==> src/verilog/ulbf_map.svh <==
`ifndef ULBF_MAP_SVH
`define ULBF_MAP_SVH

`define ULBF_PAR_NONE 2'h0
`define ULBF_PAR_ZERO 2'h1
`define ULBF_PAR_ODD 2'h2
`define ULBF_PAR_EVEN 2'h3

`define ULBF_CHAR8_BITS 5'h08
`define ULBF_CHAR7_BITS 5'h07
`define ULBF_STOP1_BITS 5'h01
`define ULBF_STOP2_BITS 5'h02
`define ULBF_BRK_TX_BASE 5'h0D
`define ULBF_BRK_RX_VALID 5'h0B
`define ULBF_DATA_INIT 8'hFF
`define ULBF_DIV_MIN 12'h001

`endif

==> src/verilog/ulbf_pkg.sv <==
package ulbf_pkg;

  typedef enum logic [2:0] {TX_IDLE, TX_START, TX_DATA, TX_PAR, TX_STOP, TX_BRK} ulbf_tx_e;

  typedef enum logic [2:0] {RX_IDLE, RX_START, RX_DATA, RX_PAR, RX_STOP, RX_BRK, RX_WAITHI} ulbf_rx_e;

  typedef struct packed {
    logic [11:0] cnt;
  } ulbf_timer_s;

  typedef struct packed {
    logic sync1;
    logic sync2;
    ulbf_tx_e tx_st;
    ulbf_rx_e rx_st;
    logic [7:0] tx_data;
    logic tx_pend;
    logic brk_pend;
    logic [7:0] tx_shift;
    logic [4:0] tx_cnt;
    logic tx_par;
    logic tx_lvl;
    logic tx_line;
    logic brk_tx_act;
    logic [7:0] rx_shift;
    logic [4:0] rx_cnt;
    logic rx_par_bit;
    logic all_low;
    logic [4:0] low_cnt;
    logic [7:0] rx_data;
    logic rx_full;
    logic brk_rx_act;
    logic brk_ok;
    logic ovr;
    logic perr;
    logic ferr;
    logic tx_irq;
    logic rx_irq;
    logic st_irq;
  } ulbf_state_s;

endpackage

==> src/verilog/ulbf_bit_timer.sv <==
`timescale 1ns/1ps
`default_nettype none
`include "ulbf_map.svh"

module ulbf_bit_timer (
  input wire logic clock,
  input wire logic rst,
  input wire logic restart,
  input wire logic half,
  input wire logic [11:0] divisor,
  output logic tick
);
  ulbf_pkg::ulbf_timer_s st_r;
  ulbf_pkg::ulbf_timer_s st_nxt;
  logic [11:0] full_load;
  logic [11:0] half_load;

  // A divisor of zero would stall the line, so it behaves as one.
  assign full_load = (divisor < `ULBF_DIV_MIN) ? `ULBF_DIV_MIN : divisor;
  assign half_load = ((divisor >> 1) < `ULBF_DIV_MIN) ? `ULBF_DIV_MIN : (divisor >> 1);
  // The tick is not gated by restart, which keeps the core free of a loop.
  assign tick = (st_r.cnt == `ULBF_DIV_MIN);

  always_comb begin
    st_nxt = st_r;
    if (restart) begin
      st_nxt.cnt = half ? half_load : full_load;
    end else if (tick) begin
      st_nxt.cnt = full_load;
    end else begin
      st_nxt.cnt = st_r.cnt - `ULBF_DIV_MIN;
    end
  end

  always_ff @(posedge clock) begin
    if (rst) begin
      st_r <= '0;
    end else begin
      st_r <= st_nxt;
    end
  end
endmodule

`default_nettype wire

==> src/verilog/ulbf_core.sv <==
`timescale 1ns/1ps
`default_nettype none
`include "ulbf_map.svh"

module ulbf_core (
  input wire logic clock,
  input wire logic rst,
  input wire logic power_on,
  input wire logic tx_enable,
  input wire logic rx_enable,
  input wire logic char_len_sel,
  input wire logic [1:0] parity_sel,
  input wire logic stop_len_sel,
  input wire logic bit_order_sel,
  input wire logic tx_level_invert,
  input wire logic rx_level_invert,
  input wire logic [2:0] break_len_sel,
  input wire logic [11:0] baud_divisor,
  input wire logic tx_irq_timing,
  input wire logic break_rx_mode,
  input wire logic break_tx_trigger,
  input wire logic break_rx_trigger,
  input wire logic break_ok_clear,
  input wire logic err_clear,
  input wire logic tx_data_wr,
  input wire logic [7:0] tx_data_in,
  input wire logic rx_data_read,
  input wire logic rx_line,
  output logic tx_line,
  output logic [7:0] rx_data_reg,
  output logic break_tx_active,
  output logic break_rx_active,
  output logic break_rx_ok_flag,
  output logic overrun_flag,
  output logic parity_err_flag,
  output logic framing_err_flag,
  output logic tx_irq,
  output logic rx_irq,
  output logic status_irq
);
  ulbf_pkg::ulbf_state_s st_r;
  ulbf_pkg::ulbf_state_s st_nxt;
  logic tx_tick;
  logic rx_tick;
  logic tx_restart;
  logic rx_restart;
  logic rx_half;
  logic tx_on;
  logic rx_on;
  logic rx_bit;
  logic brk_valid;
  logic [7:0] rx_word;
  logic [7:0] tx_word;

  // Parity bit for a character whose unused bit is already zero.
  function automatic logic par_bit(input logic [1:0] sel, input logic [7:0] d);
    logic r;
    r = 1'b0;
    if (sel == `ULBF_PAR_EVEN) begin
      r = ^d;
    end else if (sel == `ULBF_PAR_ODD) begin
      r = ~^d;
    end
    return r;
  endfunction

  function automatic logic [7:0] rev8(input logic [7:0] d);
    logic [7:0] r;
    r = '0;
    for (int i = 0; i < 8; i++) begin
      r[i] = d[7 - i];
    end
    return r;
  endfunction

  function automatic logic [4:0] char_bits(input logic clen);
    return clen ? `ULBF_CHAR8_BITS : `ULBF_CHAR7_BITS;
  endfunction

  ulbf_bit_timer u_tx_timer (
    .clock(clock),
    .rst(rst),
    .restart(tx_restart),
    .half(1'b0),
    .divisor(baud_divisor),
    .tick(tx_tick)
  );

  ulbf_bit_timer u_rx_timer (
    .clock(clock),
    .rst(rst),
    .restart(rx_restart),
    .half(rx_half),
    .divisor(baud_divisor),
    .tick(rx_tick)
  );

  assign tx_on = power_on & tx_enable;
  assign rx_on = power_on & rx_enable;
  assign rx_bit = st_r.sync2 ^ rx_level_invert;

  // Seven-bit characters are zero-filled on the side the bit order leaves unused.
  always_comb begin
    if (char_len_sel) begin
      tx_word = st_r.tx_data;
      rx_word = st_r.rx_shift;
    end else if (bit_order_sel) begin
      tx_word = {1'b0, st_r.tx_data[6:0]};
      rx_word = {1'b0, st_r.rx_shift[7:1]};
    end else begin
      tx_word = {st_r.tx_data[7:1], 1'b0};
      rx_word = {st_r.rx_shift[6:0], 1'b0};
    end
  end

  always_comb begin
    st_nxt = st_r;
    st_nxt.tx_irq = 1'b0;
    st_nxt.rx_irq = 1'b0;
    st_nxt.st_irq = 1'b0;
    tx_restart = 1'b0;
    rx_restart = 1'b0;
    rx_half = 1'b0;
    brk_valid = 1'b0;
    st_nxt.sync1 = rx_line;
    st_nxt.sync2 = st_r.sync1;

    if (tx_data_wr) begin
      st_nxt.tx_data = tx_data_in;
      st_nxt.tx_pend = tx_on;
    end
    if (break_tx_trigger && tx_on) begin
      st_nxt.brk_pend = 1'b1;
    end

    // Transmitter; it never looks at the receiver, so both run at once.
    case (st_r.tx_st)
      ulbf_pkg::TX_IDLE: begin
        // A waiting data byte goes out before a waiting break.
        if (st_r.tx_pend) begin
          st_nxt.tx_pend = 1'b0;
          st_nxt.tx_shift = bit_order_sel ? tx_word : rev8(tx_word);
          st_nxt.tx_par = par_bit(parity_sel, tx_word);
          st_nxt.tx_lvl = 1'b0;
          st_nxt.tx_st = ulbf_pkg::TX_START;
          st_nxt.tx_irq = ~tx_irq_timing;
          tx_restart = 1'b1;
        end else if (st_r.brk_pend) begin
          st_nxt.brk_pend = 1'b0;
          st_nxt.brk_tx_act = 1'b1;
          st_nxt.tx_cnt = `ULBF_BRK_TX_BASE + {2'h0, break_len_sel};
          st_nxt.tx_lvl = 1'b0;
          st_nxt.tx_st = ulbf_pkg::TX_BRK;
          st_nxt.tx_irq = ~tx_irq_timing;
          tx_restart = 1'b1;
        end
      end
      ulbf_pkg::TX_START: begin
        if (tx_tick) begin
          st_nxt.tx_cnt = char_bits(char_len_sel);
          st_nxt.tx_lvl = st_r.tx_shift[0];
          st_nxt.tx_st = ulbf_pkg::TX_DATA;
        end
      end
      ulbf_pkg::TX_DATA: begin
        if (tx_tick) begin
          st_nxt.tx_shift = st_r.tx_shift >> 1;
          st_nxt.tx_cnt = st_r.tx_cnt - 5'h01;
          st_nxt.tx_lvl = st_r.tx_shift[1];
          if (st_r.tx_cnt == 5'h01) begin
            if (parity_sel == `ULBF_PAR_NONE) begin
              st_nxt.tx_lvl = 1'b1;
              st_nxt.tx_cnt = stop_len_sel ? `ULBF_STOP2_BITS : `ULBF_STOP1_BITS;
              st_nxt.tx_st = ulbf_pkg::TX_STOP;
            end else begin
              st_nxt.tx_lvl = st_r.tx_par;
              st_nxt.tx_st = ulbf_pkg::TX_PAR;
            end
          end
        end
      end
      ulbf_pkg::TX_PAR: begin
        if (tx_tick) begin
          st_nxt.tx_lvl = 1'b1;
          st_nxt.tx_cnt = stop_len_sel ? `ULBF_STOP2_BITS : `ULBF_STOP1_BITS;
          st_nxt.tx_st = ulbf_pkg::TX_STOP;
        end
      end
      ulbf_pkg::TX_STOP: begin
        if (tx_tick) begin
          st_nxt.tx_cnt = st_r.tx_cnt - 5'h01;
          if (st_r.tx_cnt == 5'h01) begin
            st_nxt.tx_irq = tx_irq_timing;
            st_nxt.tx_st = ulbf_pkg::TX_IDLE;
          end
        end
      end
      ulbf_pkg::TX_BRK: begin
        if (tx_tick) begin
          st_nxt.tx_cnt = st_r.tx_cnt - 5'h01;
          if (st_r.tx_cnt == 5'h01) begin
            st_nxt.tx_lvl = 1'b1;
            st_nxt.brk_tx_act = 1'b0;
            st_nxt.tx_irq = tx_irq_timing;
            st_nxt.tx_st = ulbf_pkg::TX_IDLE;
          end
        end
      end
      default: st_nxt.tx_st = ulbf_pkg::TX_IDLE;
    endcase

    if (!tx_on) begin
      st_nxt.tx_st = ulbf_pkg::TX_IDLE;
      st_nxt.tx_pend = 1'b0;
      st_nxt.brk_pend = 1'b0;
      st_nxt.brk_tx_act = 1'b0;
      st_nxt.tx_lvl = 1'b1;
      st_nxt.tx_irq = 1'b0;
    end
    st_nxt.tx_line = st_nxt.tx_lvl ^ tx_level_invert;

    // Clears come first so that a same-cycle event still sets its flag.
    if (break_ok_clear) begin
      st_nxt.brk_ok = 1'b0;
    end
    if (err_clear) begin
      st_nxt.ovr = 1'b0;
      st_nxt.perr = 1'b0;
      st_nxt.ferr = 1'b0;
    end
    if (rx_data_read) begin
      st_nxt.rx_full = 1'b0;
    end

    case (st_r.rx_st)
      ulbf_pkg::RX_IDLE: begin
        if (rx_on && !rx_bit) begin
          st_nxt.rx_st = ulbf_pkg::RX_START;
          rx_restart = 1'b1;
          rx_half = 1'b1;
        end
      end
      ulbf_pkg::RX_START: begin
        if (rx_tick) begin
          if (rx_bit) begin
            st_nxt.rx_st = ulbf_pkg::RX_IDLE;
          end else begin
            st_nxt.low_cnt = 5'h01;
            st_nxt.all_low = 1'b1;
            st_nxt.rx_shift = '0;
            st_nxt.rx_par_bit = 1'b0;
            st_nxt.rx_cnt = char_bits(char_len_sel);
            st_nxt.rx_st = st_r.brk_rx_act ? ulbf_pkg::RX_BRK : ulbf_pkg::RX_DATA;
          end
        end
      end
      ulbf_pkg::RX_DATA: begin
        if (rx_tick) begin
          st_nxt.rx_shift = bit_order_sel ? {rx_bit, st_r.rx_shift[7:1]}
                                          : {st_r.rx_shift[6:0], rx_bit};
          st_nxt.all_low = st_r.all_low & ~rx_bit;
          st_nxt.low_cnt = st_r.low_cnt + 5'h01;
          st_nxt.rx_cnt = st_r.rx_cnt - 5'h01;
          if (st_r.rx_cnt == 5'h01) begin
            st_nxt.rx_st = (parity_sel == `ULBF_PAR_NONE) ? ulbf_pkg::RX_STOP
                                                         : ulbf_pkg::RX_PAR;
          end
        end
      end
      ulbf_pkg::RX_PAR: begin
        if (rx_tick) begin
          st_nxt.rx_par_bit = rx_bit;
          st_nxt.all_low = st_r.all_low & ~rx_bit;
          st_nxt.low_cnt = st_r.low_cnt + 5'h01;
          st_nxt.rx_st = ulbf_pkg::RX_STOP;
        end
      end
      ulbf_pkg::RX_STOP: begin
        if (rx_tick) begin
          // An all-low frame in anytime mode turns into a break candidate.
          if (break_rx_mode && st_r.all_low && !rx_bit) begin
            st_nxt.low_cnt = st_r.low_cnt + 5'h01;
            if (st_nxt.low_cnt >= `ULBF_BRK_RX_VALID) begin
              brk_valid = 1'b1;
            end else begin
              st_nxt.rx_st = ulbf_pkg::RX_BRK;
            end
          end else begin
            st_nxt.rx_st = ulbf_pkg::RX_IDLE;
            st_nxt.ferr = st_r.ferr | ~rx_bit;
            st_nxt.perr = st_r.perr | ((parity_sel != `ULBF_PAR_NONE)
                                       && (st_r.rx_par_bit != par_bit(parity_sel, rx_word)));
            st_nxt.ovr = st_r.ovr | st_r.rx_full;
            if (!st_r.rx_full) begin
              st_nxt.rx_data = rx_word;
              st_nxt.rx_full = 1'b1;
            end
            if (st_r.rx_full || !rx_bit || ((parity_sel != `ULBF_PAR_NONE)
                && (st_r.rx_par_bit != par_bit(parity_sel, rx_word)))) begin
              st_nxt.st_irq = 1'b1;
            end else begin
              st_nxt.rx_irq = 1'b1;
            end
          end
        end
      end
      ulbf_pkg::RX_BRK: begin
        // No shift, no error flags and no data transfer while counting.
        if (rx_tick) begin
          if (rx_bit) begin
            st_nxt.rx_st = ulbf_pkg::RX_IDLE;
          end else begin
            st_nxt.low_cnt = st_r.low_cnt + 5'h01;
            if (st_nxt.low_cnt >= `ULBF_BRK_RX_VALID) begin
              brk_valid = 1'b1;
            end
          end
        end
      end
      ulbf_pkg::RX_WAITHI: begin
        // The rest of the break must not read as a new start bit.
        if (rx_bit) begin
          st_nxt.rx_st = ulbf_pkg::RX_IDLE;
        end
      end
      default: st_nxt.rx_st = ulbf_pkg::RX_IDLE;
    endcase

    if (brk_valid && rx_on) begin
      st_nxt.rx_st = ulbf_pkg::RX_WAITHI;
      st_nxt.brk_rx_act = 1'b0;
      if (break_rx_mode) begin
        st_nxt.st_irq = 1'b1;
        st_nxt.brk_ok = 1'b1;
      end else begin
        st_nxt.rx_irq = 1'b1;
      end
    end

    if (!rx_on) begin
      st_nxt.rx_st = ulbf_pkg::RX_IDLE;
      st_nxt.brk_rx_act = 1'b0;
      st_nxt.rx_irq = 1'b0;
      st_nxt.st_irq = 1'b0;
    end else if (break_rx_trigger) begin
      st_nxt.brk_rx_act = 1'b1;
    end
    if (!power_on) begin
      st_nxt.rx_data = `ULBF_DATA_INIT;
      st_nxt.rx_full = 1'b0;
    end
  end

  always_ff @(posedge clock) begin
    if (rst) begin
      st_r <= '0;
      st_r.sync1 <= 1'b1;
      st_r.sync2 <= 1'b1;
      st_r.tx_st <= ulbf_pkg::TX_IDLE;
      st_r.rx_st <= ulbf_pkg::RX_IDLE;
      st_r.tx_data <= `ULBF_DATA_INIT;
      st_r.rx_data <= `ULBF_DATA_INIT;
      st_r.tx_lvl <= 1'b1;
      st_r.tx_line <= 1'b1;
    end else begin
      st_r <= st_nxt;
    end
  end

  assign tx_line = st_r.tx_line;
  assign rx_data_reg = st_r.rx_data;
  assign break_tx_active = st_r.brk_tx_act;
  assign break_rx_active = st_r.brk_rx_act;
  assign break_rx_ok_flag = st_r.brk_ok;
  assign overrun_flag = st_r.ovr;
  assign parity_err_flag = st_r.perr;
  assign framing_err_flag = st_r.ferr;
  assign tx_irq = st_r.tx_irq;
  assign rx_irq = st_r.rx_irq;
  assign status_irq = st_r.st_irq;
endmodule

`default_nettype wire

==> config.mk <==
export PLATFORM = sky130hd
export DESIGN_NAME = ulbf_core
export DESIGN_NICKNAME = d
export VERILOG_FILES = /design/src/verilog/ulbf_pkg.sv /design/src/verilog/ulbf_bit_timer.sv /design/src/verilog/ulbf_core.sv
export VERILOG_INCLUDE_DIRS = /design/src /design/src/verilog
export SDC_FILE = /design/constraint.sdc
export NUM_CORES = 1
export LEC_CHECK = 0
export BUFFER_PORTS_ARGS = -buffer_cell sky130_fd_sc_hd__buf_2
export CORE_MARGIN = 2
export CORE_UTILIZATION = 46
export CTS_CLUSTER_DIAMETER = 150
export DETAILED_ROUTE_END_ITERATION = 8
export HOLD_SLACK_MARGIN = 0.15
export PLACE_DENSITY = 0.62
export SYNTH_ARGS = -nofsm -noshare
export SYNTH_HDL_FRONTEND = slang
export SYNTH_HIERARCHICAL = 1
export SYNTH_SLANG_ARGS = --single-unit
==> constraint.sdc <==
create_clock -name clock -period 8.1 [get_ports clock]
set_clock_uncertainty 0.1 [all_clocks]
set_input_delay 1.62 -clock clock [delete_from_list [all_inputs] [get_ports clock]]
set_output_delay 1.62 -clock clock [all_outputs]
set_load 0.01 [all_outputs]
After elaboration in Yosys (flattened, before gate mapping)
Cells that the tools add are included.

Add/sub/neg operators: 6. Order comparisons: 3. Eq/ne operators: 49. Muxes and demuxes: 127. Bitwise gates (word level): 15. Reduce and logical (&&, ||, !) cells: 42.

Operator list (count): $mux W3 (26); $mux W12 (5); $mux W8 (7); $mux W5 (10); $pmux W5 S5 (2); $mux W1 (49); $mux W20 (2); $ne A2 B2 Y1 const B (19); $ne A3 B3 Y1 const B (9); $mux W13 (2); $pmux W13 S2 (1); $eq A12 B1 Y1 const B (2); $sub A12 B1 Y12 const B (2); $pmux W3 S7 (1); $mux W9 (2); $pmux W8 S2 (1); $reduce_and A8 Y1 (2); $reduce_xnor A8 Y1 (2); $reduce_xor A8 Y1 (2); $eq A3 B3 Y1 const B (5); $pmux W3 S5 (1); $mux W14 (1); $mux W2 (7); $reduce_and A7 Y1 (2); 39 further kinds (80).

Bits in registers: 96. Logic and storage cells: 273.

Longest topological paths before layout
Gate-level depths: netlist of run 1.

Depth after elaboration: 17. Depth in mapped cells: 14.

By module
Netlist of run 1, hierarchy kept.

By module, submodules not included: ulbf_core (instances 1, cells an instance 553, area an instance 4360.4 µm², sequential area each 1441.4 µm²); ulbf_bit_timer at u_rx_timer (instances 1, cells an instance 109, area an instance 929.6 µm², sequential area each 240.2 µm²); ulbf_bit_timer at u_tx_timer (instances 1, cells an instance 100, area an instance 847.1 µm², sequential area each 240.2 µm²).

Worst setup path after synthesis of run 1
Ideal clock, no wire load.

Kind: input to register. Start: in bit_order_sel. End: reg st_r (netlist bit parity_err_flag). Library setup time: 0.120 ns. Data arrival time: 3.606 ns. Data required time: 7.880 ns. Slack: 4.274 ns. Stages: 8. Cells stage by stage: buf_6 -> mux2_2 -> mux2i_1 -> xnor2_1 -> xnor2_2 -> mux2_2 -> a2111o_1 -> o31a_1.

Cells in the longest elaborated chain, start to end: 14. Elaborated cells on any way between the ends: 15. Those cells by class: 1 x eq/ne; 10 x mux; 1 x bitwise; 3 x reduce/logical.

Ends and longest elaborated chain: start: declaration (RTL line ulbf_core.sv:14) `input wire logic bit_order_sel,`; $mux W8 (*) (RTL line ulbf_core.sv:107) `end else if (bit_order_sel) begin`; $mux W8 (*) (RTL line ulbf_core.sv:104) `if (char_len_sel) begin`; $reduce_xnor A8 Y1 (RTL line ulbf_core.sv:62) `r = ~^d;`; $mux W1 (RTL line ulbf_core.sv:61) `` end else if (sel == `ULBF_PAR_ODD) begin ``; $mux W1 (*) (RTL line ulbf_core.sv:59) `` if (sel == `ULBF_PAR_EVEN) begin ``; $mux W1 (*) (RTL line ulbf_core.sv:281) `if (break_rx_mode && st_r.all_low && !rx_bit) begin`; $mux W1 (*) (RTL line ulbf_core.sv:279) `if (rx_tick) begin`; $mux W1 (*) (RTL line ulbf_core.sv:235) `case (st_r.rx_st)`; $ne A1 B1 Y1 (*) (RTL line ulbf_core.sv:292) `&& (st_r.rx_par_bit != par_bit(parity_sel, rx_word)));`; $logic_and A1 B1 Y1 (*) (RTL line ulbf_core.sv:291) `` st_nxt.perr = st_r.perr | ((parity_sel != `ULBF_PAR_NONE) ``; $or A1 B1 Y1 (*) (RTL line ulbf_core.sv:291); $mux W3 (*) (RTL line ulbf_core.sv:281); $mux W3 (*) (RTL line ulbf_core.sv:279); $mux W3 (*) (RTL line ulbf_core.sv:235); end signal: assignment (RTL line ulbf_core.sv:366) `st_r <= st_nxt;`; end: declaration (RTL line ulbf_core.sv:41) `ulbf_pkg::ulbf_state_s st_r;`.

Every way passes the cells marked *; elsewhere a longest branch is shown, timed or not. The select of a mux whose other input is x is not followed. A chain may end at the register's enable or synchronous reset.

Worst setup path in the final report of run 1
Ends and elaborated chain as after synthesis.

==> qor.txt, run 1 <==
Routability cong. = 0.879
First-pass GRT wire length = 25.6 mm
DRT iter0 DRCs = 469
Final setup TNS = 0 ps
Top Ports = 62
Clock buffer depth = 2
PD cells = 220 nW/um^2
R2r endpoint = st_r[33]
Max reg flops = 53
Clock sink count = 96
Worst slack at placement = 3690 ps
DR vias/cell = 5.94
HPWL after DPL = 11.2 mm
Global route overflow = 0
IO buf count = 61
Part of the cycle the worst path needs = 50.1%
WHS = 323 ps
R2R Setup Slk = 4330 ps
Largest regs = st_r (53), u_rx_timer/st_r (12), u_tx_timer/st_r (12)
Worst-skew pair later-pin latency = 350 ps
Num CTS Buffers = 9
Cell area after layout = 6710 sq um
CP startpoint = bit_order_sel
Core area = 13100 sq um
Slew Viols, Final = 0
Relative max-transition margin = 13.7%
DRT antenna net count = 0
CP endpoint kind = flop
Vias in the first global route = 5311
Clk root buf = clkbuf_16
Seq cells post-synth = 96
Post-synth cell types = 77
Leakage power = 2.60 nW
H-tree level count = 3
Number of diodes = 0
Final hold vios = 0
All-layer global routing usage = 21.9%
DIE AREA = 14300 sq um
Final worst slack = 4040 ps
DR vias = 5715
FP Rows = 42
Mapped Cells = 762
Layout Nets = 839
Setup Viol. Count Final = 0
Post-CTS repair timing setup buffer count = 0
Initial Util = 46.7%
FF-to-FF Start = u_rx_timer/st_r[0]
Initial antenna violation count = 0
Req. time, crit path = 8240 ps
Maximum vdd ir drop = 0.0000879 V
Drt drc = 0
Cell Area, Synth = 6140 sq um
WL per Instance = 16.2 microns
Post-CTS Hold Buffers = 0
Worst setup path end = parity_err_flag
Status = completed
WP data arrival = 4200 ps
CTS tree = built
Most flop-heavy register = st_r
Post-CTS sizing = 0
Total Wirelength = 15.5 mm
Share of cells above drive strength 1 = 15.6%
Max-cap violations = 0
Fmax = 247 MHz
RSZ-0062 raised after global routing = false
Die W = 120 microns
Area grow syn2layout = 9.30%
Final min period = 4060 ps
Worst hold-check path type = flop to flop
WS Path Type = primary input to flop
Syn avg cell area = 8.05 sq um
Largest net degree at the start of global routing = 64
Post-synth ARST share = 0%
Worst reg2reg path depth = 8
CP Launch Type = primary input
Total number of yosys warnings = 6
Ys flop type = dfxtp_1
CP max FO = 25
Clk slew on worst S/H paths = 60 ps
Drt pass-1 iters = 5
Sequential-to-total area share from yosys stat = 31.3%
Post-synth EDFFs = 0
Die height = 120 microns
Placed Area = 6410 sq um
Actual slew at the worst max-slew pin = 1290 ps
Final core occ = 51.1%
## worst min-delay path by stage
stage | from | endpoint | slack (ps) | depth (start not counted)
2_1_floorplan | st_nxt[70] | st_r[70] | 290 | 1
4_1_cts | st_nxt[70] | st_r[70] | 330 | 1
3_5_place_dp | st_nxt[70] | st_r[70] | 310 | 1
6_report | st_nxt[70] | st_r[70] | 320 | 1
3_3_place_gp | st_nxt[70] | st_r[70] | 300 | 1
5_1_grt | st_nxt[70] | st_r[70] | 340 | 1
## layout make-up
cell class                      count  area, sq um
Clock buffer                       11          253
Clock inverter                      3         42.5
Fill cell                        1318         6430
Inverter                           29          119
Multi-Input combinational cell    582         3820
Sequential cell                    96         1920
Tap cell                          176          220
Timing Repair Buffer               65          335
## worst max-delay path, stage by stage
cell	delay, ps
buf_2	440
mux2_2	410
mux2i_1	250
xnor2_1	150
xnor2_2	320
mux2_2	370
a2111o_1	330
o31a_1	300
## routing by layer
layer	up-vias	wire length [microns]	GRT usage, %	part of all wire [%]
li1	2823	-	-	-
met3	32	608	3.33	3.9
met2	154	7340	35.9	47
met1	2706	7110	27.9	46
met4	0	479	11.2	3.1
met5	-	0	0	0
## power by group
part / leakage (nW) / switching (mW) / total [mW] / internal, mW
logic: 1.68 / 0.238 / 0.436 / 0.199
clock network: 0.143 / 0.181 / 0.433 / 0.252
registers: 0.783 / 0.0737 / 0.606 / 0.532
total: 2.60 / 0.492 / 1.48 / 0.983
## through the flow
stage | total power [mW] | std cells
floorplan | 0.962 | 765
global placement | 1.03 | 948
detailed placement | 1.04 | 948
CTS | 1.48 | 962
global route | 1.57 | 962
finish | 1.48 | 962
## cell usage after synthesis, types with 6 or more instances
cell type / n / area share (%)
a211o_1: 10 / 1.4
a211oi_1: 21 / 2.6
a21oi_1: 55 / 4.5
a221o_1: 9 / 1.5
a22oi_1: 6 / 0.73
a31oi_1: 6 / 0.61
buf_4: 10 / 1.2
clkbuf_1: 39 / 2.4
dfxtp_1: 96 / 31
ha_1: 12 / 2.4
inv_1: 27 / 1.7
mux2_2: 6 / 1.1
mux2i_1: 35 / 5.7
nand2_1: 62 / 3.8
nand2b_1: 17 / 1.7
nand3_1: 11 / 0.90
nor2_1: 75 / 4.6
nor2b_1: 14 / 1.4
nor3_1: 24 / 2.0
nor4_1: 17 / 1.7
o211ai_1: 9 / 1.1
o21ai_0: 32 / 2.6
o22ai_1: 6 / 0.61
o31ai_1: 9 / 1.1
or2_2: 8 / 0.82
or3_1: 10 / 1.0
or4_1: 7 / 0.86
xnor2_1: 18 / 2.6
xor2_1: 9 / 1.3
## placed cells by master, fill, tap and decap left out, types with 11 or more instances in the layout
cell      instances
inv_1            27
nor4_1           17
dfxtp_1          96
buf_2            61
nor3_1           24
ha_1             12
nor2_1           75
nor2b_1          14
nand3_1          11
nand2_1          62
xnor2_1          18
mux2i_1          35
o21ai_0          32
a21oi_1          55
nand2b_1         17
a211oi_1         21
## cells by family after synthesis
group           Yosys count  share of synthesized area, %
other cells               1                        0.0611
xor+xnor                 28                          4.12
flops                    96                          31.3
buf+inv                  87                          6.69
simple gates            291                          25.1
mux                      41                          6.81
compound gates          206                          23.4
fa+ha+maj                12                          2.45
Power figures use the tool's default switching activity.
==> run 2, diff against run 1 <==
- ABC_AREA: unset -> 1
- PLACE_DENSITY: 0.62 -> 0.64
- clock period: 8.1 -> 3.4 ns (I/O delays scaled with it)
==> qor.txt, run 2 <==
Status = completed
Fillers = 1387 (+5.2%)
Part of the cycle the worst path needs = 78.5%
Placed Area = 6730 sq um (+4.9%)
Req. time, crit path = 3570 ps (-4670 ps)
Final worst slack = 730 ps (-3320 ps)
Die W = 121 microns (+1.6%)
Most flop-heavy register = st_r
RSZ-0062 raised after global routing = false
Seq cells post-synth = 96 (unchanged)
Top Ports = 62 (unchanged)
Sequential-to-total area share from yosys stat = 30.3% (-1.0 points)
PD cells = 561 nW/um^2 (+160%)
Clk slew on worst S/H paths = 70 ps (about the same)
Num CTS Buffers = 9 (unchanged)
DR vias = 6230 (+9.0%)
Ys flop type = dfxtp_1
Initial Util = 47.5% (+0.80 points)
Max-cap violations = 0 (unchanged)
Syn avg cell area = 6.59 sq um (-18%)
WP data arrival = 2840 ps (-1360 ps)
Yosys top cell area share = 30.3% (-1.0 points)
Fmax = 374 MHz
Area grow syn2layout = 10.7%
All-layer global routing usage = 22.9% (+1.1 points)
CP startpoint = u_tx_timer/st_r[1]
Worst-skew pair later-pin latency = 350 ps (about the same)
Worst slack at placement = 666 ps (-3020 ps)
Relative max-transition margin = 43.2% (+29 points)
Largest regs = st_r (53), u_rx_timer/st_r (12), u_tx_timer/st_r (12)
Number of diodes = 0 (unchanged)
Synth Area in Adders = 2.37% (-0.079 points)
Clock buffer depth = 2 (unchanged)
CP Launch Type = flop
Dpl cells = 1179 (+24%)
Initial antenna violation count = 0 (unchanged)
Commonest non-fill, non-tap cells in the layout = nand2_1, inv_1, dfxtp_1
Final setup TNS = 0 ps (unchanged)
HPWL after DPL = 12.4 mm (+11%)
Max reg flops = 53 (unchanged)
Leakage power = 3.19 nW (+22%)
Cell Area, Synth = 6340 sq um (+3.3%)
Share of cells above drive strength 1 = 15.4% (-0.24 points)
Final Non-Filler Cells = 1195 (+24%)
Post-CTS repair timing setup buffer count = 0 (unchanged)
Die height = 121 microns (+1.6%)
Total number of yosys warnings = 6 (unchanged)
Slew Viols, Final = 0 (unchanged)
Clock sink count = 96 (unchanged)
Setup Viol. Count Final = 0 (unchanged)
Simple-Gate Fraction of Synth Area = 34.6% (+9.5 points)
DR vias/cell = 5.21 (-12%)
Routability cong. = 0.944 (+7.4%)
Total Wirelength = 16.3 mm (+4.8%)
Vias in the first global route = 5619 (+5.8%)
Post-synth EDFFs = 0 (unchanged)
DRT iter0 DRCs = 605 (+29%)
Largest net degree at the start of global routing = 48 (-25%)
Cell area after layout = 7020 sq um (+4.6%)
WL per Instance = 13.6 microns (-16%)
WS Path Type = flop to flop
Synth cell count leaders = nand2_1, inv_1, dfxtp_1
Layout Nets = 1070 (+28%)
Top-count cell post-synth = nand2_1
Drt pass-1 iters = 5 (unchanged)
Post-synth cell types = 55 (-29%)
Post-Synth XOR/XNOR Area = 1.66% (-2.5 points)
Actual slew at the worst max-slew pin = 845 ps (-445 ps)
Hold_sp = st_nxt[70]
Cell taking the most area after synthesis = dfxtp_1
Core area = 13300 sq um (+1.6%)
Clk root buf = clkbuf_16
CTS tree = built
CP endpoint kind = flop
Top cells by area, synth = dfxtp_1, nand2_1, inv_1
Global route overflow = 0 (unchanged)
Mapped Cells = 962 (+26%)
Final core occ = 52.6% (+1.5 points)
Most common cell after layout, fill and taps aside = nand2_1
Post-synth ARST share = 0% (unchanged)
Final min period = 2670 ps
Synth Area in Compound Gates = 20.0% (-3.5 points)
DIE AREA = 14700 sq um (+3.2%)
H-tree level count = 3 (unchanged)
Maximum vdd ir drop = 0.000263 V (+200%)
FP Rows = 42 (unchanged)
Mux contribution to synthesized area = 0% (-6.8 points)
IO buf count = 61 (unchanged)
CP max FO = 6 (-76%)
Worst hold-check path type = flop to flop
FF-to-FF Start = u_tx_timer/st_r[1]
Largest family of logic cells by synthesized area = simple AND/OR/NAND/NOR gates
DRT antenna net count = 0 (unchanged)
Post-CTS Hold Buffers = 0 (unchanged)
Post-CTS sizing = 0 (unchanged)
Drt drc = 0 (unchanged)
First-pass GRT wire length = 27.1 mm (+5.9%)
Final hold vios = 0 (unchanged)
run 2: changes by cell type after synthesis, sizes merged, moves of 17 or more:
cell	delta
nand2	+184
inv	+104
nand3	+73
mux2i	-35
clkbuf	-33
o21ai	+28
nor2	+27
a21oi	+19
a31oi	+18
nand2b	-17
run 2: area by class of cell:
type	instances	area (sq um)	area share, %
clock buffer	12	267	3.80
tap	176	220	3.14
inverter	132	500	7.13
clock inverter	4	27.5	0.392
multi-input combinational	709	3740	53.3
timing repair buffer	66	343	4.88
sequential	96	1920	27.4
run 2: cell families (layout without fill, tap and decap cells):
| logic type | count (synthesis) | after routing |
|---|---|---|
| and+or+nand+nor | 472 | 472 |
| buffers and inverters | 162 | 214 |
| adders and majority gates | 12 | 12 |
| DFF | 96 | 96 |
| AOI/OAI and AO/OA | 207 | 207 |
| other | 1 | 6 |
| xor gates and xnor gates | 12 | 12 |
run 2: path summary, 6_finish.rpt:
kind | to | slack, ps | depth (start not counted)
setup / recovery | st_r[44] | 730 | 14
hold / removal | st_r[70] | 310 | 1
setup reg to reg | st_r[44] | 730 | 14
hold reg to reg | st_r[70] | 310 | 1
run 2: stage by stage:
step / hold slack [ps] / total power [mW]
after global placement: 296 / 2.95
final: 311 / 3.94
after detailed placement: 294 / 2.95
after CTS: 311 / 3.96
after global routing: 317 / 4.26
after floorplan: 289 / 2.63
run 2: metal layers:
layer | global-route usage [%] | vias up | share of wire [%]
met5 | 0 | - | 0
met4 | 5.46 | 0 | 1.6
li1 | - | 3258 | -
met1 | 32.1 | 2782 | 49
met2 | 35.9 | 168 | 45
met3 | 5.03 | 22 | 5.0
run 2: power breakdown:
part / total (mW) / switching, mW / internal, mW / leakage [nW]
sequential: 1.42 / 0.149 / 1.27 / 0.783
combinational: 1.52 / 0.974 / 0.547 / 2.27
clock: 0.997 / 0.442 / 0.555 / 0.137
total: 3.94 / 1.56 / 2.38 / 3.19
run 2: worst max-delay path, stage by stage (launching register included):
cell,delay [ps]
dfxtp_1,310
inv_1,90
ha_1,140
inv_1,40
nor2_1,100
nand2_1,140
nor2_8,150
nand2_2,100
inv_1,220
inv_1,100
a2111oi_0,450
nand2_1,220
inv_1,190
o21ai_0,100
a31oi_1,150
